$ cat src/include/pm_consts.vh
`ifndef PM_CONSTS_VH
`define PM_CONSTS_VH

// Register offset within the bank
`define PMC_OFFSET 8'h08
`define PMC_WIDTH 16

// Field positions
`define PMC_FLAG_BIT 15
`define PMC_ENABLE_BIT 8
`define PMC_KEEP_CTX_BIT 3
`define PMC_LEVEL_HI 1
`define PMC_LEVEL_LO 0

// Reset values
`define PMC_FLAG_RST 1'b0
`define PMC_ENABLE_RST 1'b0
`define PMC_LEVEL_RST 2'h0

// Power level encodings
`define LEVEL_D0 2'h0
`define LEVEL_D1 2'h1
`define LEVEL_D2 2'h2
`define LEVEL_D3HOT 2'h3

// Length of the internal soft reset pulse, in clock cycles
`define SOFT_RST_CYCLES 4'h4

`endif

$ cat src/verilog/soft_reset_pulse.v
`timescale 1ns/1ps
`include "pm_consts.vh"

module soft_reset_pulse #(
  parameter CW = 4
) (
  input wire clk, // 25 MHz clock
  input wire nrst, // Power-up reset, active low
  input wire trigger, // One-cycle start request
  input wire [CW-1:0] length, // Pulse length in cycles
  output reg pulse_r // High while the internal reset runs
);

  reg [CW-1:0] count_r;

  always @(posedge clk or negedge nrst)
  begin
    if (!nrst)
    begin
      count_r <= {CW{1'b0}};
      pulse_r <= 1'b0;
    end
    else if (trigger)
    begin
      count_r <= length;
      pulse_r <= 1'b1;
    end
    else if (count_r > {{(CW-1){1'b0}}, 1'b1})
    begin
      count_r <= count_r - {{(CW-1){1'b0}}, 1'b1};
    end
    else
    begin
      count_r <= {CW{1'b0}};
      pulse_r <= 1'b0;
    end
  end

endmodule

$ cat src/verilog/power_mgmt_ctrl_status.v
// Function
// - A detected power-management event sets the wake event flag and, if enabled, drives the pin.
// - The wake event flag clears only on power-up reset or a host write of one to it.
// - Hardware and software resets leave the wake event flag untouched.
// - When the wake event flag clears, the event pin is released.
// - The event pin is asserted only while the wake pin enable bit is set.
// - The wake pin enable bit resets to zero on power-up and survives software reset.
// - With the keep-context bit set, a software D3hot to D0 move causes no internal reset.
// - With the keep-context bit clear, a software D3hot to D0 move runs an internal reset.
// - A system or bus reset from D3hot always returns to uninitialised D0, keeping event context.
// - The keep-context bit is read-only and loaded from the serial EEPROM configuration bit.
// - The host writes the two-bit power level field with 00 D0, 01 D1, 10 D2, 11 D3hot.
// - Reading the power level field returns the present power level.
`timescale 1ns/1ps
`include "pm_consts.vh"

module power_mgmt_ctrl_status #(
  parameter AW = 8, // Register address width
  parameter DW = `PMC_WIDTH // Register data width
) (
  input wire clk, // 25 MHz clock
  input wire nrst, // Power-up reset, active low
  input wire hw_rst, // Hardware reset, active high level
  input wire sw_rst, // Software reset, active high level
  input wire sys_rst, // System or bus segment reset, active high
  input wire reg_sel, // Register access strobe
  input wire reg_wr, // 1 write, 0 read
  input wire [AW-1:0] reg_addr, // Register byte offset in bank
  input wire [DW-1:0] reg_wdata, // Write data
  input wire [1:0] reg_be, // Byte enables, bit 1 upper byte
  output reg [DW-1:0] reg_rdata, // Read data, registered
  input wire wake_event, // Power-management event detected, pulse
  input wire eeprom_load, // EEPROM config word valid strobe
  input wire eeprom_keep_ctx, // Keep-context bit from EEPROM
  output reg wake_event_out_n, // Event pin, active low
  output reg internal_rst, // Internal soft reset to the core
  output reg [1:0] power_level // Present power level to the core
);

  // Power levels handled as a small state machine
  localparam [1:0] ST_D0 = `LEVEL_D0;
  localparam [1:0] ST_D1 = `LEVEL_D1;
  localparam [1:0] ST_D2 = `LEVEL_D2;
  localparam [1:0] ST_D3HOT = `LEVEL_D3HOT;

  reg wake_event_flag_r;
  reg wake_event_flag_nxt;
  reg wake_pin_enable_r;
  reg wake_pin_enable_nxt;
  reg keep_context_cfg_bit_r;
  reg keep_context_cfg_bit_nxt;
  reg [1:0] power_level_field_r;
  reg [1:0] power_level_field_nxt;
  reg start_soft_rst;
  reg wake_pin_active;
  reg [DW-1:0] reg_rdata_nxt;
  wire soft_rst_busy;
  wire hit;
  wire rd_hit;
  wire rd_miss;
  wire wr_lo;
  wire wr_hi;
  wire flag_clr_req;
  wire enable_wr_val;
  wire [1:0] level_wr_val;
  wire any_level_rst;
  wire [DW-1:0] read_word;

  assign hit = reg_sel && (reg_addr == `PMC_OFFSET);
  assign rd_hit = hit && !reg_wr;
  assign rd_miss = reg_sel && !reg_wr && !hit;
  assign wr_lo = hit && reg_wr && reg_be[0];
  assign wr_hi = hit && reg_wr && reg_be[1];

  // Field slices of the write word
  assign flag_clr_req = wr_hi && reg_wdata[`PMC_FLAG_BIT];
  assign enable_wr_val = reg_wdata[`PMC_ENABLE_BIT];
  assign level_wr_val = reg_wdata[`PMC_LEVEL_HI:`PMC_LEVEL_LO];
  assign any_level_rst = sys_rst || hw_rst;

  // Flag: set wins over a clearing write so no event is lost
  always @*
  begin
    wake_event_flag_nxt = wake_event_flag_r;
    if (flag_clr_req)
    begin
      wake_event_flag_nxt = 1'b0;
    end
    if (wake_event)
    begin
      wake_event_flag_nxt = 1'b1;
    end
  end

  // Only power-up reset touches the flag; hw/sw/sys resets ignored here
  always @(posedge clk or negedge nrst)
  begin
    if (!nrst)
    begin
      wake_event_flag_r <= `PMC_FLAG_RST;
    end
    else
    begin
      wake_event_flag_r <= wake_event_flag_nxt;
    end
  end

  always @*
  begin
    wake_pin_enable_nxt = wake_pin_enable_r;
    if (wr_hi)
    begin
      wake_pin_enable_nxt = enable_wr_val;
    end
  end

  // Enable survives software reset: that input is not looked at
  always @(posedge clk or negedge nrst)
  begin
    if (!nrst)
    begin
      wake_pin_enable_r <= `PMC_ENABLE_RST;
    end
    else
    begin
      wake_pin_enable_r <= wake_pin_enable_nxt;
    end
  end

  // Pin follows next flag value so it moves in the same cycle the flag does
  always @*
  begin
    wake_pin_active = 1'b0;
    if (wake_pin_enable_nxt)
    begin
      wake_pin_active = wake_event_flag_nxt;
    end
  end

  // Idles high so a released pin never reads as an event
  always @(posedge clk or negedge nrst)
  begin
    if (!nrst)
    begin
      wake_event_out_n <= 1'b1;
    end
    else
    begin
      wake_event_out_n <= ~wake_pin_active;
    end
  end

  // Captured from EEPROM; host writes cannot reach it
  always @*
  begin
    keep_context_cfg_bit_nxt = keep_context_cfg_bit_r;
    if (eeprom_load)
    begin
      keep_context_cfg_bit_nxt = eeprom_keep_ctx;
    end
  end

  always @(posedge clk or negedge nrst)
  begin
    if (!nrst)
    begin
      keep_context_cfg_bit_r <= 1'b0;
    end
    else
    begin
      keep_context_cfg_bit_r <= keep_context_cfg_bit_nxt;
    end
  end

  // Hardware and system resets outrank a host write landing in the same cycle
  always @*
  begin
    power_level_field_nxt = power_level_field_r;
    start_soft_rst = 1'b0;
    case (power_level_field_r)
      ST_D0:
      begin
        if (wr_lo)
        begin
          power_level_field_nxt = level_wr_val;
        end
      end
      ST_D1:
      begin
        if (wr_lo)
        begin
          power_level_field_nxt = level_wr_val;
        end
      end
      ST_D2:
      begin
        if (wr_lo)
        begin
          power_level_field_nxt = level_wr_val;
        end
      end
      ST_D3HOT:
      begin
        if (wr_lo)
        begin
          power_level_field_nxt = level_wr_val;
          if (level_wr_val == ST_D0)
          begin
            // Context survives only when the EEPROM bit asks for it
            start_soft_rst = ~keep_context_cfg_bit_r;
          end
        end
      end
      default:
      begin
        power_level_field_nxt = ST_D0;
      end
    endcase
    if (any_level_rst)
    begin
      power_level_field_nxt = ST_D0;
      start_soft_rst = 1'b0;
    end
  end

  always @(posedge clk or negedge nrst)
  begin
    if (!nrst)
    begin
      power_level_field_r <= `PMC_LEVEL_RST;
    end
    else
    begin
      power_level_field_r <= power_level_field_nxt;
    end
  end

  soft_reset_pulse #(
    .CW(4)
  ) u_soft_rst (
    .clk(clk),
    .nrst(nrst),
    .trigger(start_soft_rst),
    .length(`SOFT_RST_CYCLES),
    .pulse_r(soft_rst_busy)
  );

  // Context loss reaches the core through this pulse; event context kept
  always @(posedge clk or negedge nrst)
  begin
    if (!nrst)
    begin
      internal_rst <= 1'b0;
    end
    else
    begin
      internal_rst <= soft_rst_busy;
    end
  end

  // One cycle behind the field, so the core sees a clean registered level
  always @(posedge clk or negedge nrst)
  begin
    if (!nrst)
    begin
      power_level <= `PMC_LEVEL_RST;
    end
    else
    begin
      power_level <= power_level_field_r;
    end
  end

  assign read_word = {wake_event_flag_r, 6'h00, wake_pin_enable_r, 4'h0,
                      keep_context_cfg_bit_r, 1'b0, power_level_field_r};

  // Read data holds until the next read; misses return zero
  always @*
  begin
    reg_rdata_nxt = reg_rdata;
    if (rd_hit)
    begin
      reg_rdata_nxt = read_word;
    end
    else if (rd_miss)
    begin
      reg_rdata_nxt = {DW{1'b0}};
    end
  end

  always @(posedge clk or negedge nrst)
  begin
    if (!nrst)
    begin
      reg_rdata <= {DW{1'b0}};
    end
    else
    begin
      reg_rdata <= reg_rdata_nxt;
    end
  end

endmodule

$ cat config.mk
export PLATFORM = sky130hd
export DESIGN_NAME = power_mgmt_ctrl_status
export DESIGN_NICKNAME = d
export VERILOG_FILES = /design/src/verilog/soft_reset_pulse.v /design/src/verilog/power_mgmt_ctrl_status.v
export VERILOG_INCLUDE_DIRS = /design/src /design/src/include
export SDC_FILE = /design/constraint.sdc
export NUM_CORES = 1
export LEC_CHECK = 0
export ABC_AREA = 0
export BUFFER_PORTS_ARGS = -buffer_cell sky130_fd_sc_hd__buf_4
export CORE_AREA = 2 2 50 52
export DETAILED_ROUTE_END_ITERATION = 8
export DIE_AREA = 0 0 52 54
export GPL_ROUTABILITY_DRIVEN = 0
export HOLD_SLACK_MARGIN = 0.03
export MAX_ROUTING_LAYER = met4
export PLACE_DENSITY = 0.75
export SYNTH_ARGS = -nofsm -noshare
export SYNTH_HDL_FRONTEND = slang
export SYNTH_SLANG_ARGS = --single-unit
$ cat constraint.sdc
create_clock -name clk -period 1.45 [get_ports clk]
set_input_delay 0.29 -clock clk [delete_from_list [all_inputs] [get_ports clk]]
set_output_delay 0.29 -clock clk [all_outputs]
set_load 0.01 [all_outputs]
==> flow_summary.json <==
{
  "grt_max_degree": 20,
  "hpwl_um": 1330,
  "tns_ns": 0,
  "fin_area_um2": 1170,
  "ys_seq_elements": 19,
  "synthCells": 75,
  "drtIter0Drc": 12,
  "cp.depth": 4,
  "grt_pass1_vias": 661,
  "fin_skew_ns": 0.00402,
  "layout.nets": 152,
  "yosysSeqAreaShare_pct": 53.7,
  "cp.arrival_ns": 1.43,
  "synth_top_cells_by_area": "dfrtp_1 51%, buf_4 9.3%, a22o_1 4.9%, dfstp_2 3.0%, ha_1 2.8%",
  "p_leak_nw": 0.612,
  "multi_input_area_um2": 358,
  "r2r-start": "u_soft_rst.count_r[0]$_DFF_PN0_",
  "share_comb_of_total_power_pct": 25.6,
  "rr_worst_depth": 5,
  "synth_edf_count": 0,
  "grtUsageTotal_pct": 13.2,
  "status": "finished, final reports clean",
  "cts_htree_levels": 1,
  "antenna_found_initial": 0,
  "port_buffers": 31,
  "ios": 56,
  "drv_cap": 0,
  "cp.buffers_inverters": 1,
  "post_cts_buffers": 0,
  "internal-power_w": 0.000819,
  "clock_sinks": 19,
  "rows": 18,
  "cts_resized": 0,
  "post-route-util_pct": 50.5,
  "synth_top_area_share_pct": 50.8,
  "cp_top_family": "simple AND/OR/NAND/NOR gates",
  "cts_buffer_depth": 2,
  "synth-async-reset-ratio_pct": 100,
  "switching_share_pct": 28.4,
  "die_w_um": 52,
  "wl_per_cell_um": 11.1,
  "critPathKind": "in -> reg",
  "syn_area_um2": 887,
  "clock_latency_ns": 0.29,
  "die_h_um": 54,
  "drive_above_1_share_pct": 38.9,
  "fmax_mhz": 796,
  "setup_violations": 0,
  "cts_made_buffers": 3,
  "setup_ws_ns": 0.194,
  "ctsHoldBuffers": 1,
  "end_kind": "register",
  "required_ns": 1.62,
  "fill_cells": 214,
  "slowest_stage": "or4_4",
  "crit_end": "u_soft_rst.count_r[0]$_DFF_PN0_",
  "drc": 0,
  "diodes": 0,
  "cp-startpoint": "reg_wdata[1]",
  "r2r_slack_ns": 0.20,
  "cpPeakStageDelay_ns": 0.53,
  "ys.warnings.count": 0,
  "hold_viol": 0,
  "sequentialPowerShare_pct": 52.1,
  "wirelength_um": 1580,
  "worstHoldPathType": "in -> reg",
  "netlist_top_cells_count": "18 x dfrtp_1, 11 x buf_4, 5 x a22o_1, 5 x nor2_1, 4 x nor3_1",
  "vias": 659,
  "core-area_um2": 2320,
  "crit_fanout": 3,
  "vias_per_cell": 4.61,
  "vdd_drop_max_mv": 0.493,
  "grt_pass1_wl_um": 2670,
  "pre_cts_ws_ns": -0.107,
  "crit_chain": "buf_4 -> or4_4 -> o31ai_1 -> nor2_1",
  "p_sw_w": 0.000326,
  "power-per-cell-area_nw_per_um2": 978,
  "slew_violations": 0,
  "synth_cell_types": 28,
  "cts.reportedPaths.clkPinSlew_ns": 0.10,
  "min_period_ns": 1.26,
  "cts-root-buf": "clkbuf_4",
  "syn_avg_cell_area_um2": 11.8,
  "regArea_um2": 477,
  "post-route-period-util_pct": 86.6,
  "critPathLaunchType": "primary input",
  "initial_utilization_pct": 38.2,
  "ant_nets": 0,
  "syn_to_final_growth_pct": 32.0,
  "yosysTopAreaCell": "dfrtp_1",
  "grt_setup_unrepaired": "false",
  "synthFlopType": "dfrtp_1",
  "dieArea_um2": 2810,
  "overflow": 0,
  "cts_tree": "built",
  "rr_endpoint": "u_soft_rst.count_r[0]$_DFF_PN0_",
  "synth_most_common_cell": "dfrtp_1",
  "place_area_um2": 1130,
  "clkPwrFrac_pct": 22.3,
  "first_pass_iters": 4
}
-- metrics by stage --
step / power [W] / instances / hold WS, ns
after global placement: 0.000880 / 138 / 0.170
after global routing: 0.00122 / 143 / 0.132
after floorplan: 0.000813 / 85 / -0.00559
after detailed placement: 0.000903 / 138 / 0.173
final: 0.00114 / 143 / 0.136
after CTS: 0.00117 / 143 / 0.129
-- routing by layer --
| layer | track usage (%) | vias to the layer above | part of all wire [%] |
|---|---|---|---|
| li1 | - | 313 | - |
| met1 | 14.6 | 309 | 40 |
| met2 | 23.4 | 33 | 52 |
| met3 | 0.833 | 4 | 6.4 |
| met4 | 7.89 | 0 | 2.4 |
| met5 | - | - | 0 |
-- registers in the layout, indices dropped and copies added (netlist names) --
register / cells
power_level_field_r: 2
internal_rst: 1
reg_rdata: 5
u_soft_rst.count_r: 4
wake_event_out_n: 1
u_soft_rst.pulse_r: 1
keep_context_cfg_bit_r: 1
wake_pin_enable_r: 1
power_level: 2
wake_event_flag_r: 1
-- power groups by stage --
stage | Clock, W | Combinational [W] | Sequential, W
5_1_grt | 0.000286 | 0.000334 | 0.000601
4_1_cts | 0.000271 | 0.000299 | 0.000597
3_5_place_dp | 0 | 0.000295 | 0.000608
6_report | 0.000255 | 0.000293 | 0.000596
3_3_place_gp | 0 | 0.000276 | 0.000604
2_1_floorplan | 0 | 0.000212 | 0.000601
-- worst reg2reg max path: cells and delay by family, from the launching register on --
kind / cells / cell delay, ns
compound gates: 2 / 0.37
buf+inv: 1 / 0.06
simple gates: 1 / 0.12
flops: 1 / 0.41
fa+ha+maj: 1 / 0.22
-- worst min-delay path by stage --
stage          startpoint                          to  slack, ns  depth (start not counted)
6_report       wake_event  wake_event_out_n$_DFF_PN1_       0.14                          2
5_1_grt        wake_event  wake_event_out_n$_DFF_PN1_       0.13                          2
4_1_cts        wake_event  wake_event_out_n$_DFF_PN1_       0.13                          2
3_5_place_dp         nrst    reg_rdata[8]$_DFFE_PN0P_       0.17                          1
3_3_place_gp         nrst    reg_rdata[8]$_DFFE_PN0P_       0.17                          1
2_1_floorplan        nrst      internal_rst$_DFF_PN0_     -0.006                          0
-- cell usage in the layout, fill, tap and decap left out --
cell,instances
a21boi_1,1
a22o_1,5
and2_1,2
and4_1,1
buf_4,34
clkbuf_1,1
clkbuf_4,3
conb_1,11
dfrtp_1,18
dfstp_2,1
dlygate4sd3_1,1
ha_1,2
inv_1,2
mux2_2,2
mux2i_1,2
nand2_1,2
nand2b_1,2
nand3_1,2
nand3b_1,2
nand4_2,1
nor2_1,5
nor2b_1,1
nor3_1,4
nor4b_4,1
o21ai_0,1
o21ai_1,1
o31ai_1,1
or2_2,1
or3_1,1
or4_4,1
xnor2_1,1
-- cells by family after synthesis --
| logic type | Yosys count | synth area share, % |
|---|---|---|
| buffers and inverters | 13 | 10.2 |
| flip-flops | 19 | 53.7 |
| multiplexers | 4 | 4.80 |
| XOR/XNOR | 1 | 0.987 |
| AO/OA/AOI/OAI | 9 | 7.76 |
| adder cells (fa/ha/maj) | 2 | 2.82 |
| AND/OR/NAND/NOR | 26 | 19.3 |
| other | 1 | 0.423 |
-- final cells by class --
type	instances	area share [%]
inverter	2	0.641
multi-input combinational	53	30.6
tap	30	3.21
sequential	19	40.7
clock buffer	4	2.24
timing repair buffer	35	22.6
No activity file was read; power rests on OpenSTA's default activity.
